<file path="src/rtl/cbe_pkg.sv">
// Constants, field layouts and enumerations for the branch and load/store
// execution unit. Assumes a single 25 MHz clock and a decoder upstream.
// Contract
// - Unsigned branches jump to pc+offset+1, same-or-higher on carry clear, lower on carry set.
// - Sign branches jump to pc+offset+1 on negative set (minus) or clear (plus).
// - Signed greater-or-equal jumps only when negative xor overflow is zero.
// - Signed less-than jumps only when negative xor overflow is one.
// - Half-carry branches test the half-carry flag, one variant per level, flags untouched.
// - Transfer-bit branches test the T flag, one variant per level, same target.
// - Overflow branches test the overflow flag, one variant per level.
// - Interrupt-state branches test the global interrupt enable flag.
// - Post-increment load reads at the pointer then adds one to it, two cycles, no flags.
// - Pre-decrement load subtracts one from the pointer, then reads there, two cycles.
// - Displacement load reads at Y or Z plus displacement, pointer kept, two cycles.
// - Post-increment store writes at the pointer then adds one to it, two cycles.
// - Pre-decrement store subtracts one first, then writes there, two cycles.
// - Displacement store writes at Y or Z plus displacement, pointer kept, two cycles.
// - Absolute loads and stores move one byte to or from an address in the instruction, two cycles.
// - Push puts a register on the stack and pop returns the top, two cycles each, no flags.
package cbe_pkg;

  localparam int unsigned PC_W_DEF   = 10;
  localparam int unsigned ADDR_W     = 16;
  localparam int unsigned BUS_AW     = 5;

  // Register byte offsets
  localparam logic [4:0]  OFS_PC     = 5'h00;
  localparam logic [4:0]  OFS_FLAGS  = 5'h04;
  localparam logic [4:0]  OFS_PTR_X  = 5'h08;
  localparam logic [4:0]  OFS_PTR_Y  = 5'h0C;
  localparam logic [4:0]  OFS_PTR_Z  = 5'h10;
  localparam logic [4:0]  OFS_SP     = 5'h14;
  localparam logic [4:0]  OFS_STATUS = 5'h18;

  // Flag register bit positions
  localparam int unsigned FLG_C      = 0;
  localparam int unsigned FLG_Z      = 1;
  localparam int unsigned FLG_N      = 2;
  localparam int unsigned FLG_V      = 3;
  localparam int unsigned FLG_S      = 4;
  localparam int unsigned FLG_H      = 5;
  localparam int unsigned FLG_T      = 6;
  localparam int unsigned FLG_I      = 7;

  // Status register bit positions
  localparam int unsigned STAT_BUSY  = 0;
  localparam int unsigned STAT_TAKEN = 1;

  // Reset values
  localparam logic [7:0]  FLAGS_RST  = 8'h00;
  localparam logic [15:0] PTR_RST    = 16'h0000;
  localparam logic [15:0] SP_RST     = 16'h00DF;

  // Cycle counts
  localparam int unsigned MEM_CYCLES = 2;
  localparam int unsigned BR_TAKEN_CYCLES = 2;

  typedef enum logic [4:0] {
    jump_if_unsigned_ge, jump_if_unsigned_lt, jump_if_negative,
    jump_if_nonnegative, jump_if_signed_ge, jump_if_signed_lt,
    jump_if_half_carry_one, jump_if_half_carry_zero,
    jump_if_transfer_bit_one, jump_if_transfer_bit_zero,
    jump_if_overflow_one, jump_if_overflow_zero,
    jump_if_irq_enabled, jump_if_irq_disabled,
    indirect_read_op, offset_read_op, absolute_read_op,
    indirect_write_op, offset_write_op, absolute_write_op,
    push_op, pop_op, no_op
  } cbe_op_type;

  typedef enum logic [1:0] {ptr_x, ptr_y, ptr_z} cbe_ptr_type;

  typedef enum logic [1:0] {
    mode_plain, mode_post_inc, mode_pre_dec, mode_disp
  } cbe_mode_type;

endpackage : cbe_pkg

</file>
<file path="src/rtl/cbe_addr_gen.sv">
// Address and pointer write-back for one indirect access.
// Assumes the caller picks the pointer pair and the addressing mode.
module cbe_addr_gen
  import cbe_pkg::*;
(
  input  wire logic [15:0]  base_i,
  input  cbe_mode_type      mode_i,
  input  wire logic [5:0]   disp_i,
  output logic [15:0]       addr_o,
  output logic [15:0]       next_ptr_o
);

  always_comb begin
    addr_o     = base_i;
    next_ptr_o = base_i;
    case (mode_i)
      mode_post_inc: next_ptr_o = base_i + 16'h0001;
      mode_pre_dec: begin
        addr_o     = base_i - 16'h0001;
        next_ptr_o = base_i - 16'h0001;
      end
      mode_disp:     addr_o = base_i + {10'h000, disp_i};
      default: begin
        addr_o     = base_i;
        next_ptr_o = base_i;
      end
    endcase
  end

endmodule : cbe_addr_gen

</file>
<file path="src/rtl/cbe_exec.sv">
// Branch and data-transfer execution unit with Avalon-MM register access.
// Assumes a decoder that presents one operation at a time and a data
// memory whose read data is valid in the cycle the read strobe is high.
module cbe_exec
  import cbe_pkg::*;
#(
  parameter int unsigned PC_W = PC_W_DEF
) (
  input  wire logic              clk_i,
  input  wire logic              srst_i,
  // Operation issue
  input  wire logic              issue_valid_i,
  output logic                   issue_ready_o,
  input  cbe_op_type             op_i,
  input  cbe_ptr_type            ptr_i,
  input  cbe_mode_type           mode_i,
  input  wire logic [6:0]        br_ofs_i,
  input  wire logic [5:0]        disp_i,
  input  wire logic [15:0]       abs_addr_i,
  input  wire logic [4:0]        reg_idx_i,
  input  wire logic [7:0]        src_data_i,
  // Program counter and fetch refill
  output logic [PC_W-1:0]        pc_o,
  output logic                   fetch_flush_o,
  // Data memory and stack
  output logic [15:0]            dm_addr_o,
  output logic [7:0]             dm_wdata_o,
  output logic                   dm_we_o,
  output logic                   dm_re_o,
  input  wire logic [7:0]        dm_rdata_i,
  // Register file write-back
  output logic                   rf_we_o,
  output logic [4:0]             rf_addr_o,
  output logic [7:0]             rf_data_o,
  output logic [7:0]             flags_o,
  // Avalon-MM slave
  input  wire logic [BUS_AW-1:0] avs_address_i,
  input  wire logic              avs_read_i,
  input  wire logic              avs_write_i,
  input  wire logic [31:0]       avs_writedata_i,
  output logic [31:0]            avs_readdata_o,
  output logic                   avs_waitrequest_o
);

  typedef enum logic [1:0] {ph_idle, ph_mem, ph_fill} cbe_phase_type;

  typedef struct packed {
    cbe_phase_type   ph;
    logic [PC_W-1:0] pc;
    logic [7:0]      flags;
    logic [15:0]     x;
    logic [15:0]     y;
    logic [15:0]     z;
    logic [15:0]     sp;
    logic [15:0]     dm_addr;
    logic [7:0]      dm_wdata;
    logic            dm_we;
    logic            dm_re;
    logic [4:0]      dest_reg;
    logic            rf_we;
    logic [4:0]      rf_addr;
    logic [7:0]      rf_data;
    logic            flush;
    logic            taken;
    logic            rd_pend;
    logic [31:0]     rdata;
  } cbe_regs_type;

  cbe_regs_type q, d;

  logic [15:0]   sel_ptr;
  logic [15:0]   ag_addr;
  logic [15:0]   ag_next;
  logic          accept;
  logic          cond;
  logic          is_branch;
  logic [PC_W-1:0] br_target;

  // Writes wait while an operation is in flight so state stays coherent
  assign avs_waitrequest_o = (avs_read_i & ~q.rd_pend) |
                             (avs_write_i & (q.ph != ph_idle));
  assign issue_ready_o = (q.ph == ph_idle) & ~avs_write_i;
  assign accept        = issue_valid_i & issue_ready_o;
  assign is_branch     = (op_i <= jump_if_irq_disabled);
  assign br_target     = q.pc + PC_W'({{9{br_ofs_i[6]}}, br_ofs_i})
                         + PC_W'(1);

  always_comb begin
    case (ptr_i)
      ptr_x:   sel_ptr = q.x;
      ptr_y:   sel_ptr = q.y;
      ptr_z:   sel_ptr = q.z;
      default: sel_ptr = q.x;
    endcase
  end

  cbe_addr_gen u_addr_gen (
    .base_i     (sel_ptr),
    .mode_i     (mode_i),
    .disp_i     (disp_i),
    .addr_o     (ag_addr),
    .next_ptr_o (ag_next)
  );

  // Branch condition select
  always_comb begin
    case (op_i)
      jump_if_unsigned_ge:       cond = ~q.flags[FLG_C];
      jump_if_unsigned_lt:       cond =  q.flags[FLG_C];
      jump_if_negative:          cond =  q.flags[FLG_N];
      jump_if_nonnegative:       cond = ~q.flags[FLG_N];
      jump_if_signed_ge:         cond = ~(q.flags[FLG_N] ^ q.flags[FLG_V]);
      jump_if_signed_lt:         cond =  q.flags[FLG_N] ^ q.flags[FLG_V];
      jump_if_half_carry_one:    cond =  q.flags[FLG_H];
      jump_if_half_carry_zero:   cond = ~q.flags[FLG_H];
      jump_if_transfer_bit_one:  cond =  q.flags[FLG_T];
      jump_if_transfer_bit_zero: cond = ~q.flags[FLG_T];
      jump_if_overflow_one:      cond =  q.flags[FLG_V];
      jump_if_overflow_zero:     cond = ~q.flags[FLG_V];
      jump_if_irq_enabled:       cond =  q.flags[FLG_I];
      jump_if_irq_disabled:      cond = ~q.flags[FLG_I];
      default:                   cond = 1'b0;
    endcase
  end

  always_comb begin
    d          = q;
    d.dm_we    = 1'b0;
    d.dm_re    = 1'b0;
    d.rf_we    = 1'b0;
    d.flush    = 1'b0;
    d.rd_pend  = 1'b0;
    // Register reads answer on the second cycle from a flop
    if (avs_read_i & ~q.rd_pend) begin
      d.rd_pend = 1'b1;
      case (avs_address_i)
        OFS_PC:     d.rdata = 32'(q.pc);
        OFS_FLAGS:  d.rdata = {24'h00_0000, q.flags};
        OFS_PTR_X:  d.rdata = {16'h0000, q.x};
        OFS_PTR_Y:  d.rdata = {16'h0000, q.y};
        OFS_PTR_Z:  d.rdata = {16'h0000, q.z};
        OFS_SP:     d.rdata = {16'h0000, q.sp};
        OFS_STATUS: d.rdata = {30'h0000_0000, q.taken, q.ph != ph_idle};
        default:    d.rdata = 32'h0000_0000;
      endcase
    end
    if (avs_write_i & (q.ph == ph_idle)) begin
      case (avs_address_i)
        OFS_PC:    d.pc    = avs_writedata_i[PC_W-1:0];
        OFS_FLAGS: d.flags = avs_writedata_i[7:0];
        OFS_PTR_X: d.x     = avs_writedata_i[15:0];
        OFS_PTR_Y: d.y     = avs_writedata_i[15:0];
        OFS_PTR_Z: d.z     = avs_writedata_i[15:0];
        OFS_SP:    d.sp    = avs_writedata_i[15:0];
        default:   d.sp    = q.sp;
      endcase
    end
    case (q.ph)
      ph_idle: begin
        if (accept) begin
          d.pc = q.pc + PC_W'(1);
          if (is_branch) begin
            d.taken = cond;
            if (cond) begin
              d.pc    = br_target;
              d.ph    = ph_fill;
              d.flush = 1'b1;
            end
          end else if (op_i != no_op) begin
            d.ph       = ph_mem;
            d.dm_wdata = src_data_i;
            d.dest_reg = reg_idx_i;
            case (op_i)
              indirect_read_op, offset_read_op: begin
                d.dm_addr = ag_addr;
                d.dm_re   = 1'b1;
              end
              indirect_write_op, offset_write_op: begin
                d.dm_addr = ag_addr;
                d.dm_we   = 1'b1;
              end
              absolute_read_op: begin
                d.dm_addr = abs_addr_i;
                d.dm_re   = 1'b1;
                d.pc      = q.pc + PC_W'(2);
              end
              absolute_write_op: begin
                d.dm_addr = abs_addr_i;
                d.dm_we   = 1'b1;
                d.pc      = q.pc + PC_W'(2);
              end
              push_op: begin
                d.dm_addr = q.sp;
                d.dm_we   = 1'b1;
                d.sp      = q.sp - 16'h0001;
              end
              pop_op: begin
                d.dm_addr = q.sp + 16'h0001;
                d.dm_re   = 1'b1;
                d.sp      = q.sp + 16'h0001;
              end
              default: d.ph = ph_idle;
            endcase
            // Displacement form never writes its pointer back
            if (op_i == indirect_read_op || op_i == indirect_write_op) begin
              case (ptr_i)
                ptr_x:   d.x = ag_next;
                ptr_y:   d.y = ag_next;
                ptr_z:   d.z = ag_next;
                default: d.x = q.x;
              endcase
            end
          end
        end
      end
      ph_mem: begin
        d.ph = ph_idle;
        if (q.dm_re) begin
          d.rf_we   = 1'b1;
          d.rf_addr = q.dest_reg;
          d.rf_data = dm_rdata_i;
        end
      end
      ph_fill: d.ph = ph_idle;
      default: d.ph = ph_idle;
    endcase
  end

  always_ff @(posedge clk_i) begin
    if (srst_i) begin
      q          <= '0;
      q.ph       <= ph_idle;
      q.flags    <= FLAGS_RST;
      q.x        <= PTR_RST;
      q.y        <= PTR_RST;
      q.z        <= PTR_RST;
      q.sp       <= SP_RST;
    end else begin
      q <= d;
    end
  end

  assign pc_o           = q.pc;
  assign fetch_flush_o  = q.flush;
  assign dm_addr_o      = q.dm_addr;
  assign dm_wdata_o     = q.dm_wdata;
  assign dm_we_o        = q.dm_we;
  assign dm_re_o        = q.dm_re;
  assign rf_we_o        = q.rf_we;
  assign rf_addr_o      = q.rf_addr;
  assign rf_data_o      = q.rf_data;
  assign flags_o        = q.flags;
  assign avs_readdata_o = q.rdata;

  logic acc_wr;
  assign acc_wr = avs_write_i & ~avs_waitrequest_o;
endmodule : cbe_exec

</file>
<file path="config.mk">
export PLATFORM = sky130hd
export DESIGN_NAME = cbe_exec
export DESIGN_NICKNAME = d
export VERILOG_FILES = /design/src/rtl/cbe_pkg.sv /design/src/rtl/cbe_addr_gen.sv /design/src/rtl/cbe_exec.sv
export SDC_FILE = /design/constraint.sdc
export NUM_CORES = 1
export LEC_CHECK = 0
export BUFFER_PORTS_ARGS = -buffer_cell sky130_fd_sc_hd__buf_2
export CELL_PAD_IN_SITES_DETAIL_PLACEMENT = 0
export CELL_PAD_IN_SITES_GLOBAL_PLACEMENT = 2
export CORE_MARGIN = 3
export CORE_UTILIZATION = 35
export DETAILED_ROUTE_END_ITERATION = 12
export GPL_ROUTABILITY_DRIVEN = 0
export PLACE_DENSITY_LB_ADDON = 0.12
export SKIP_CTS_REPAIR_TIMING = 1
export SYNTH_ARGS = -nofsm -noshare
export SYNTH_HDL_FRONTEND = slang
export SYNTH_SLANG_ARGS = --single-unit
</file>
<file path="constraint.sdc">
create_clock -name clk_i -period 13.05 [get_ports clk_i]
set_input_delay 2.61 -clock clk_i [delete_from_list [all_inputs] [get_ports clk_i]]
set_output_delay 2.61 -clock clk_i [all_outputs]
set_load 0.01 [all_outputs]
</file>
==> results of run 1 <==
registers in the layout, summed over array words and instances, names as in the netlist:
signal,flops
dm_addr_o,16
rf_data_o,8
dm_we_o,1
fetch_flush_o,1
flags_o,8
rf_addr_o,5
rf_we_o,1
avs_readdata_o,16
dm_re_o,1
pc_o,10
q,73
dm_wdata_o,8
cells in the mapped netlist (16+ instances only):
cell	number	area [sq um]
a21oi_1	147	736
a22oi_1	59	443
a311oi_1	22	193
a31oi_1	20	125
buf_4	87	653
clkbuf_1	107	402
dfxtp_1	148	2960
ha_1	25	313
inv_1	27	101
mux2_2	16	180
mux2i_1	23	230
nand2_1	217	815
nand3_1	70	350
nor2_1	151	567
nor3_1	34	170
o21ai_0	75	375
o221ai_1	21	184
o22ai_1	19	119
xnor2_1	39	342
xor2_1	27	236
report_power, final:
group	leakage [uW]	total [uW]	switching, uW	internal (uW)
Clock	0.000266	497	216	281
Sequential	0.00120	470	11.4	459
Combinational	0.00323	259	176	83.2
stage by stage:
step / std cells / setup WS (ns) / utilization [%]
after floorplan: 1580 / 7.08 / -
after detailed placement: 1958 / 5.93 / 37.0
after global routing: 1986 / 6.08 / 38.8
final: 1987 / 6.29 / 38.8
after global placement: 1958 / 5.94 / 37.0
after CTS: 1986 / 6.37 / 38.8
worst max-delay path, stage by stage:
cell and delay (ns):
buf_2 0.09, inv_1 0.05, ha_1 0.52, a22o_1 0.38, a21oi_2 0.37, inv_2 0.13, ha_1 0.36, a21oi_1 0.30
a22oi_1 0.14, a2111oi_0 0.93, a211o_1 0.37, o21ai_0 0.13, a221oi_1 0.56, o31ai_1 0.13
worst max path at each step:
stage          slack (ns)  depth (start not counted)       endpoint
4_1_cts              6.37                         14  dm_addr_o[11]
3_5_place_dp         5.93                         14  dm_addr_o[11]
5_1_grt              6.08                         14  dm_addr_o[11]
3_3_place_gp         5.94                         14  dm_addr_o[11]
6_report             6.29                         14  dm_addr_o[11]
2_1_floorplan        7.08                         16   dm_addr_o[9]
layout make-up:
| type | instances | area, sq um | area share (%) |
|---|---|---|---|
| repair buffers | 183 | 973 | 7.92 |
| inverters | 30 | 113 | 0.916 |
| well taps | 402 | 503 | 4.09 |
| clock inverters | 10 | 111 | 0.905 |
| clock buffers | 18 | 439 | 3.57 |
| diodes | 1 | 2.50 | 0.0203 |
| multi-input cells | 1195 | 7190 | 58.5 |
| flip-flops and latches | 148 | 2960 | 24.1 |
logic make-up after synthesis:
| family | count (synthesis) | share of synthesized area, % |
|---|---|---|
| AOI/OAI and AO/OA | 474 | 27.8 |
| xor gates and xnor gates | 66 | 5.09 |
| adders and majority gates | 27 | 3.11 |
| buffers and inverters | 237 | 11.0 |
| DFF | 148 | 26.1 |
| muxes | 41 | 3.81 |
| other | 1 | 0.0330 |
| and+or+nand+nor | 571 | 23.0 |
per-layer routing:
layer / wire [microns] / up-vias
li1: - / 5590
met1: 20100 / 5687
met2: 21500 / 474
met3: 3060 / 71
met4: 1310 / 0
met5: 0 / -
==> impl_metrics.ini, run 1 <==
[status]
status = finished, final reports clean

[worst_hold_path]
worstHoldPathType = reg2reg
hold_end = rf_data_o[6]
min_path_cells = 2
worstHoldStart = rf_data_o[6]

[clocking]
cts_tree = done
cts_buffers = 17
clock_sinks = 148
clock_latency_ns = 0.45
h-tree-depth = 4
cts-root-buf = clkbuf_16
clk_transition_reported_paths_ns = 0.06
cts_buffer_depth = 2

[floorplan]
die_h_microns = 186
rows = 65
initial_core_util_pct = 35.8
dieArea_sq_um = 34600
io_pins = 194
die_width_microns = 186
core-area_sq_um = 31700

[finish]
layout-drive-gt1-share_pct = 16.1
n_fill_cell = 3432
area_growth_pct = 8.36
final_area_sq_um = 12300
final_common_cell = nand2_1
num-nets-final = 1703
layout_common_cells = 217 x nand2_1, 160 x buf_2, 151 x nor2_1, 148 x dfxtp_1, 146 x a21oi_1

[worst_setup_path]
worstPathArrival_ns = 7.08
crit_type = in2reg
rr_worst_depth = 11
r2r_slack_ns = 8.89
worstReg2RegEnd = dm_addr_o[11]
start_kind = input pin
r2r_start = q[98]
crit_start = ptr_i[0]
cp-end-kind = flop
crit_fanout = 18
required_ns = 13.36

[grt]
grt_max_degree = 57
grt_antenna_before_repair = 0
met2_usage_pct = 43.5
grt_pass1_vias = 11000
grt.met1_usage_pct = 35.0
grt_pass1_wl_mm = 68.7
grt_busiest_layer = met2
gr-total-overflow = 0
grtUsageMet3_pct = 3.28
track_usage_pct = 26.1

[sta]
final-max-slew-violation-count = 0
whs_ns = 0.450
fmax_mhz = 148
slew_headroom_pct = 23.9
hold_violations = 0
worst_slew_pin_slew_ns = 1.14
setup_violations = 0
fin_crit_ns = 6.76
finalCritPeriodShare_pct = 51.8
rsz0062_at_grt = no
finalClockSkew_ns = 0.0162
setup_tns_ns = 0

[synth]
synth-async-reset-ratio_pct = 0
synth_edf_count = 0
ys_ff_latch = 148
syn-cell-area_sq_um = 11300
synth-main-ff-cell = dfxtp_1
synthCells = 1565
syn_avg_cell_area_sq_um = 7.25
yosysSeqAreaShare_pct = 26.1
yosysWarnings = 0
yosysUniqueCellTypes = 87

[route]
drtIter0Drc = 1195
drc = 0
vias_per_cell = 5.95
ant_nets = 0
first_pass_iters = 8
wl_per_cell_microns = 23.1
vias = 11800
wirelength_mm = 46.0

[placed_design]
dp_hpwl_mm = 33.6
portBuffers = 161
post_dp_cell_area_sq_um = 11700

[pwr]
leakagePower_uw = 0.00470
power.density_nw_per_um2 = 99.8
power_uw = 1230
ir_drop_mv = 0.0934

[run]
maxCapViolations = 0
Power figures use the tool's default switching activity.
==> inputs of run 2 (changes only) <==
--- a/config.mk
+++ b/config.mk
@@ -9,7 +9,7 @@
 export CELL_PAD_IN_SITES_DETAIL_PLACEMENT = 0
 export CELL_PAD_IN_SITES_GLOBAL_PLACEMENT = 2
 export CORE_MARGIN = 3
-export CORE_UTILIZATION = 35
+export CORE_UTILIZATION = 29
 export DETAILED_ROUTE_END_ITERATION = 12
 export GPL_ROUTABILITY_DRIVEN = 0
 export PLACE_DENSITY_LB_ADDON = 0.12
==> constraint.sdc (replaced) <==
create_clock -name clk_i -period 5.9 [get_ports clk_i]
set_input_delay 1.18 -clock clk_i [delete_from_list [all_inputs] [get_ports clk_i]]
set_output_delay 1.18 -clock clk_i [all_outputs]
set_load 0.01 [all_outputs]
==> impl_metrics.ini, run 2 (synthesized netlist as in run 1, its figures left out) <==
[sta]
finalCritPeriodShare_pct = 77.5
setup_violations = 0
finalClockSkew_ns = 0.0104
hold_violations = 0
whs_ns = 0.452
fin_crit_ns = 4.57
fmax_mhz = 219
setup_tns_ns = 0
slew_headroom_pct = 26.7
rsz0062_at_grt = no
final-max-slew-violation-count = 0
worst_slew_pin_slew_ns = 1.10

[clocking]
cts_buffer_depth = 2
cts_tree = done
clock_latency_ns = 0.45
cts-root-buf = clkbuf_16
h-tree-depth = 4
clk_transition_reported_paths_ns = 0.07
cts_buffers = 17
clock_sinks = 148

[pwr]
power.density_nw_per_um2 = 224
leakagePower_uw = 0.00480
ir_drop_mv = 0.214

[worst_setup_path]
crit_fanout = 18
crit_type = in2reg
required_ns = 6.22
crit_chain = buf_2 > inv_1 > ha_1 > buf_4 > a21oi_2 > inv_2 > ha_1 > a21oi_1 > a22oi_1 > a2111oi_0 > a211o_1 > o21ai_0 > a221oi_1 > o31ai_1
slowest_stage = a2111oi_0
start_kind = input pin
max_stage_delay_ns = 0.61
worstPathArrival_ns = 4.89
cpMostUsedCell = ha_1
cp-end-kind = flop

[route]
vias_per_cell = 5.52
ant_nets = 0
drtIter0Drc = 1019
wirelength_mm = 49.5
drc = 0
vias = 11700
wl_per_cell_microns = 23.4
first_pass_iters = 6

[grt]
grt_antenna_before_repair = 0
grt_max_degree = 64
gr-total-overflow = 0
grt_pass1_wl_mm = 73.5
track_usage_pct = 23.4
grt_pass1_vias = 11200

[finish]
layout_common_cells = 217 x nand2_1, 160 x buf_2, 150 x nor2_1, 148 x dfxtp_1, 146 x a21oi_1
n_fill_cell = 4192
diodes = 0
area_growth_pct = 11.3
layout-drive-gt1-share_pct = 17.3
final_common_cell = nand2_1
num-nets-final = 1719
largest-register = q
largest_reg_flops = 73
final_util_pct = 33.1
final_area_sq_um = 12600

[floorplan]
rows = 71
dieArea_sq_um = 41500
core-area_sq_um = 38100
initial_core_util_pct = 29.8
die_width_microns = 204
io_pins = 194
die_h_microns = 204

[status]
status = finished, final reports clean

[placed_design]
dp_hpwl_mm = 36.8
post_dp_cell_area_sq_um = 12000
portBuffers = 161

[worst_hold_path]
worstHoldPathType = reg2reg

[run]
maxCapViolations = 0
[run 2: changes by cell type in the layout (fill, tap and decap cells not counted), sizes merged]
cell	before	now
clkinv	6	3
inv	29	36
buf	183	199
bufinv	2	3
diode	1	0
clkbuf	18	17
[run 2: layout make-up]
cell class                      count  area [sq um]  share of cell area (%)
Inverter                           30           113                   0.892
Clock buffer                       17           425                    3.37
Multi-Input combinational cell   1195          7200                    57.0
Clock inverter                     15           193                    1.53
Timing Repair Buffer              199          1090                    8.66
Sequential cell                   148          2960                    23.5
Tap cell                          511           639                    5.06
[run 2: final timing paths]
path              cells past startpoint           from       endpoint  slack [ns]
setup / recovery                     14       ptr_i[0]  dm_addr_o[11]        1.33
hold / removal                        2  dm_wdata_o[5]  dm_wdata_o[5]        0.45
setup reg to reg                     12          q[96]   dm_addr_o[6]        2.23
hold reg to reg                       2  dm_wdata_o[5]  dm_wdata_o[5]        0.45
[run 2: metrics by stage]
step | total power (uW) | cells | worst slack, ns
after floorplan | 1440 | 1580 | 1.36
after global placement | 1650 | 2083 | 0.852
after detailed placement | 1650 | 2083 | 0.824
after CTS | 2860 | 2115 | 1.31
after global routing | 2950 | 2115 | 0.919
final | 2830 | 2115 | 1.33
[run 2: power by group]
part           total, uW  leakage [uW]  switching (uW)  internal (uW)
Combinational        594       0.00331             400            194
Clock               1190      0.000296             516            678
Sequential          1040       0.00120            25.3           1010
Total               2830       0.00480             941           1890
[run 2: worst max-delay path: cells and delay by family]
kind | cells | cell delay, ns
adder cells (fa/ha/maj) | 2 | 0.79
buffers and inverters | 4 | 0.51
AO/OA/AOI/OAI | 8 | 2.41
[run 2: layer usage]
metal  wire (microns)  vias to the layer above  track usage, %
li1                 -                     5617               -
met1            22600                     5623            31.3
met2            22900                      377            38.1
met3             3010                       51            4.94
met4             1010                        0            6.42
met5                0                        -               0
==> inputs of run 3 (changes only) <==
--- a/config.mk
+++ b/config.mk
@@ -5,11 +5,12 @@
 export SDC_FILE = /design/constraint.sdc
 export NUM_CORES = 1
 export LEC_CHECK = 0
+export ABC_AREA = 1
 export BUFFER_PORTS_ARGS = -buffer_cell sky130_fd_sc_hd__buf_2
 export CELL_PAD_IN_SITES_DETAIL_PLACEMENT = 0
 export CELL_PAD_IN_SITES_GLOBAL_PLACEMENT = 2
 export CORE_MARGIN = 3
-export CORE_UTILIZATION = 29
+export CORE_UTILIZATION = 27
 export DETAILED_ROUTE_END_ITERATION = 12
 export GPL_ROUTABILITY_DRIVEN = 0
 export PLACE_DENSITY_LB_ADDON = 0.12
==> constraint.sdc (replaced) <==
create_clock -name clk_i -period 4.1 [get_ports clk_i]
set_input_delay 0.82 -clock clk_i [delete_from_list [all_inputs] [get_ports clk_i]]
set_output_delay 0.82 -clock clk_i [all_outputs]
set_load 0.01 [all_outputs]
==> impl_metrics.ini, run 3 <==
[worst_setup_path]
r2r_start = q[162]
crit_fanout = 19
start_kind = input pin
worstPathArrival_ns = 3.77
required_ns = 4.49
crit_type = in2reg
crit_start = ptr_i[0]
cp-end-kind = flop

[grt]
grt_antenna_before_repair = 1
grt.met1_usage_pct = 31.3
gr-total-overflow = 0
grtUsageMet3_pct = 2.84
grt_pass1_wl_mm = 76.5
grt_pass1_vias = 12000
track_usage_pct = 22.4
grt_max_degree = 33
grt_busiest_layer = met2
met2_usage_pct = 35.8

[synth]
yosysUniqueCellTypes = 55
synth_top_area_share_pct = 25.5
synth-main-ff-cell = dfxtp_1
synth_area_leaders = dfxtp_1 25%, nand2_1 14%, o21ai_0 8.0%
synthCells = 1898
synth_compound_area_share_pct = 23.4
yosysWarnings = 0
yosysSeqAreaShare_pct = 25.5
synth_top_cell_by_area = dfxtp_1
ys_ff_latch = 148
syn_avg_cell_area_sq_um = 6.13
synth_most_common_cell = nand2_1
synth_edf_count = 0
yosys.area_share.simple_pct = 31.4
syn-cell-area_sq_um = 11600
synth_top_family_by_area = simple AND/OR/NAND/NOR gates
yosys.area_share.adder_pct = 3.03
synthTopCellsByCount = 429 x nand2_1, 215 x nor2_1, 187 x o21ai_0
synthMuxAreaShare_pct = 0
synth-async-reset-ratio_pct = 0
synthXorXnorAreaFrac_pct = 1.73

[sta]
hold_violations = 0
finalCritPeriodShare_pct = 82.3
final-max-slew-violation-count = 0
slew_headroom_pct = 42.2
finalClockSkew_ns = 0.0172
worst_slew_pin_slew_ns = 0.864
fmax_mhz = 296
timing.final.ws_setup_ns = 0.725
setup_tns_ns = 0
fin_crit_ns = 3.38
rsz0062_at_grt = no
setup_violations = 0

[finish]
final_common_cell = nand2_1
num-nets-final = 2097
area_growth_pct = 12.0
final_util_pct = 30.9
layout_common_cells = 429 x nand2_1, 214 x nor2_1, 187 x o21ai_0, 183 x a21oi_1, 166 x inv_1
largest-register = q
diodes = 0
n_fill_cell = 4804
layout-drive-gt1-share_pct = 14.8
largest_reg_flops = 73
final_area_sq_um = 13000

[pwr]
leakagePower_uw = 0.00575
clkPwrFrac_pct = 40.7
internal_power_uw = 2530
p_switching_uw = 1370
ir_drop_mv = 0.313
seqPwrFrac_pct = 38.5
switching_share_pct = 35.2
power.density_nw_per_um2 = 299
combPwrFrac_pct = 20.8

[floorplan]
rows = 75
initial_core_util_pct = 27.6
dieArea_sq_um = 45600
die_h_microns = 214
core-area_sq_um = 42200
io_pins = 194
die_width_microns = 214

[placed_design]
post_dp_cell_area_sq_um = 12500
dp_hpwl_mm = 40.5
portBuffers = 161
place_ws_ns = 0.223

[route]
first_pass_iters = 5
vias_per_cell = 5.03
drc = 0
ant_nets = 0
wirelength_mm = 51.5
wl_per_cell_microns = 20.4
drtIter0Drc = 996
vias = 12700

[clocking]
cts_tree = done
clock_latency_ns = 0.46
clk_transition_reported_paths_ns = 0.08
h-tree-depth = 4
cts_buffer_depth = 2
cts-root-buf = clkbuf_16
cts_buffers = 17
clock_sinks = 148

[run]
maxCapViolations = 0

[status]
status = finished, final reports clean

[worst_hold_path]
worstHoldPathType = reg2reg
worstHoldStart = dm_addr_o[3]
==> run 3: cell types whose count changed after synthesis, sizes merged, moves of 18 or more <==
cell    delta
o21ai    +126
xnor2     -33
buf       +22
a311oi    -22
nand2    +222
nor2      +75
mux2i     -23
a22oi     -63
nand3     +88
clkbuf    -58
inv      +148
a21oi     +34
mux2      -18
==> run 3: power groups by stage <==
stage	Clock (uW)	Sequential (uW)	Combinational, uW
after global placement	0	1540	814
after global routing	1680	1510	906
after floorplan	0	1520	538
final	1590	1500	812
after detailed placement	0	1530	812
after CTS	1620	1500	816
==> run 3: final cells by class <==
| type | instances | area (sq um) | area share (%) |
|---|---|---|---|
| multi-input cells | 1414 | 6990 | 53.6 |
| flip-flops and latches | 148 | 2960 | 22.7 |
| repair buffers | 208 | 1160 | 8.89 |
| inverters | 180 | 678 | 5.20 |
| well taps | 539 | 674 | 5.17 |
| clock buffers | 18 | 439 | 3.37 |
| clock inverters | 14 | 131 | 1.01 |
==> run 3: critical path, cell delays in order <==
cell and delay (ns):
buf_2 0.09, inv_1 0.05, ha_1 0.41, buf_4 0.21
buf_4 0.16, buf_4 0.21, o21ai_0 0.42, nand2_1 0.13
nor3_1 0.45, nand3_1 0.23, nand3_1 0.14, nand3_1 0.10
nand2_1 0.15, nand2_1 0.06, a21oi_1 0.12
==> run 3: logic make-up after synthesis <==
logic type / Yosys count
other: 1
XOR/XNOR: 23
flip-flops: 148
AND/OR/NAND/NOR: 869
adder cells (fa/ha/maj): 27
AO/OA/AOI/OAI: 479
buffers and inverters: 351
==> run 3: routing by layer <==
| layer | up-vias | wire length (microns) |
|---|---|---|
| met5 | - | 13 |
| met2 | 348 | 23000 |
| li1 | 6377 | - |
| met1 | 5881 | 24800 |
| met4 | 2 | 1350 |
| met3 | 63 | 2310 |
==> run 3: final timing paths <==
path / to / slack (ns) / cells past startpoint
setup / recovery: dm_addr_o[12] / 0.72 / 15
hold reg to reg: dm_addr_o[3] / 0.46 / 2
hold / removal: dm_addr_o[3] / 0.46 / 2
setup reg to reg: q[111] / 1.35 / 10
==> run 3: through the flow <==
stage               cells  hold WS (ns)  power (uW)
finish               2521         0.463        3900
global route         2521         0.492        4090
CTS                  2521         0.463        3940
detailed placement   2489         0.452        2350
global placement     2489         0.450        2350
floorplan            1913         0.445        2050
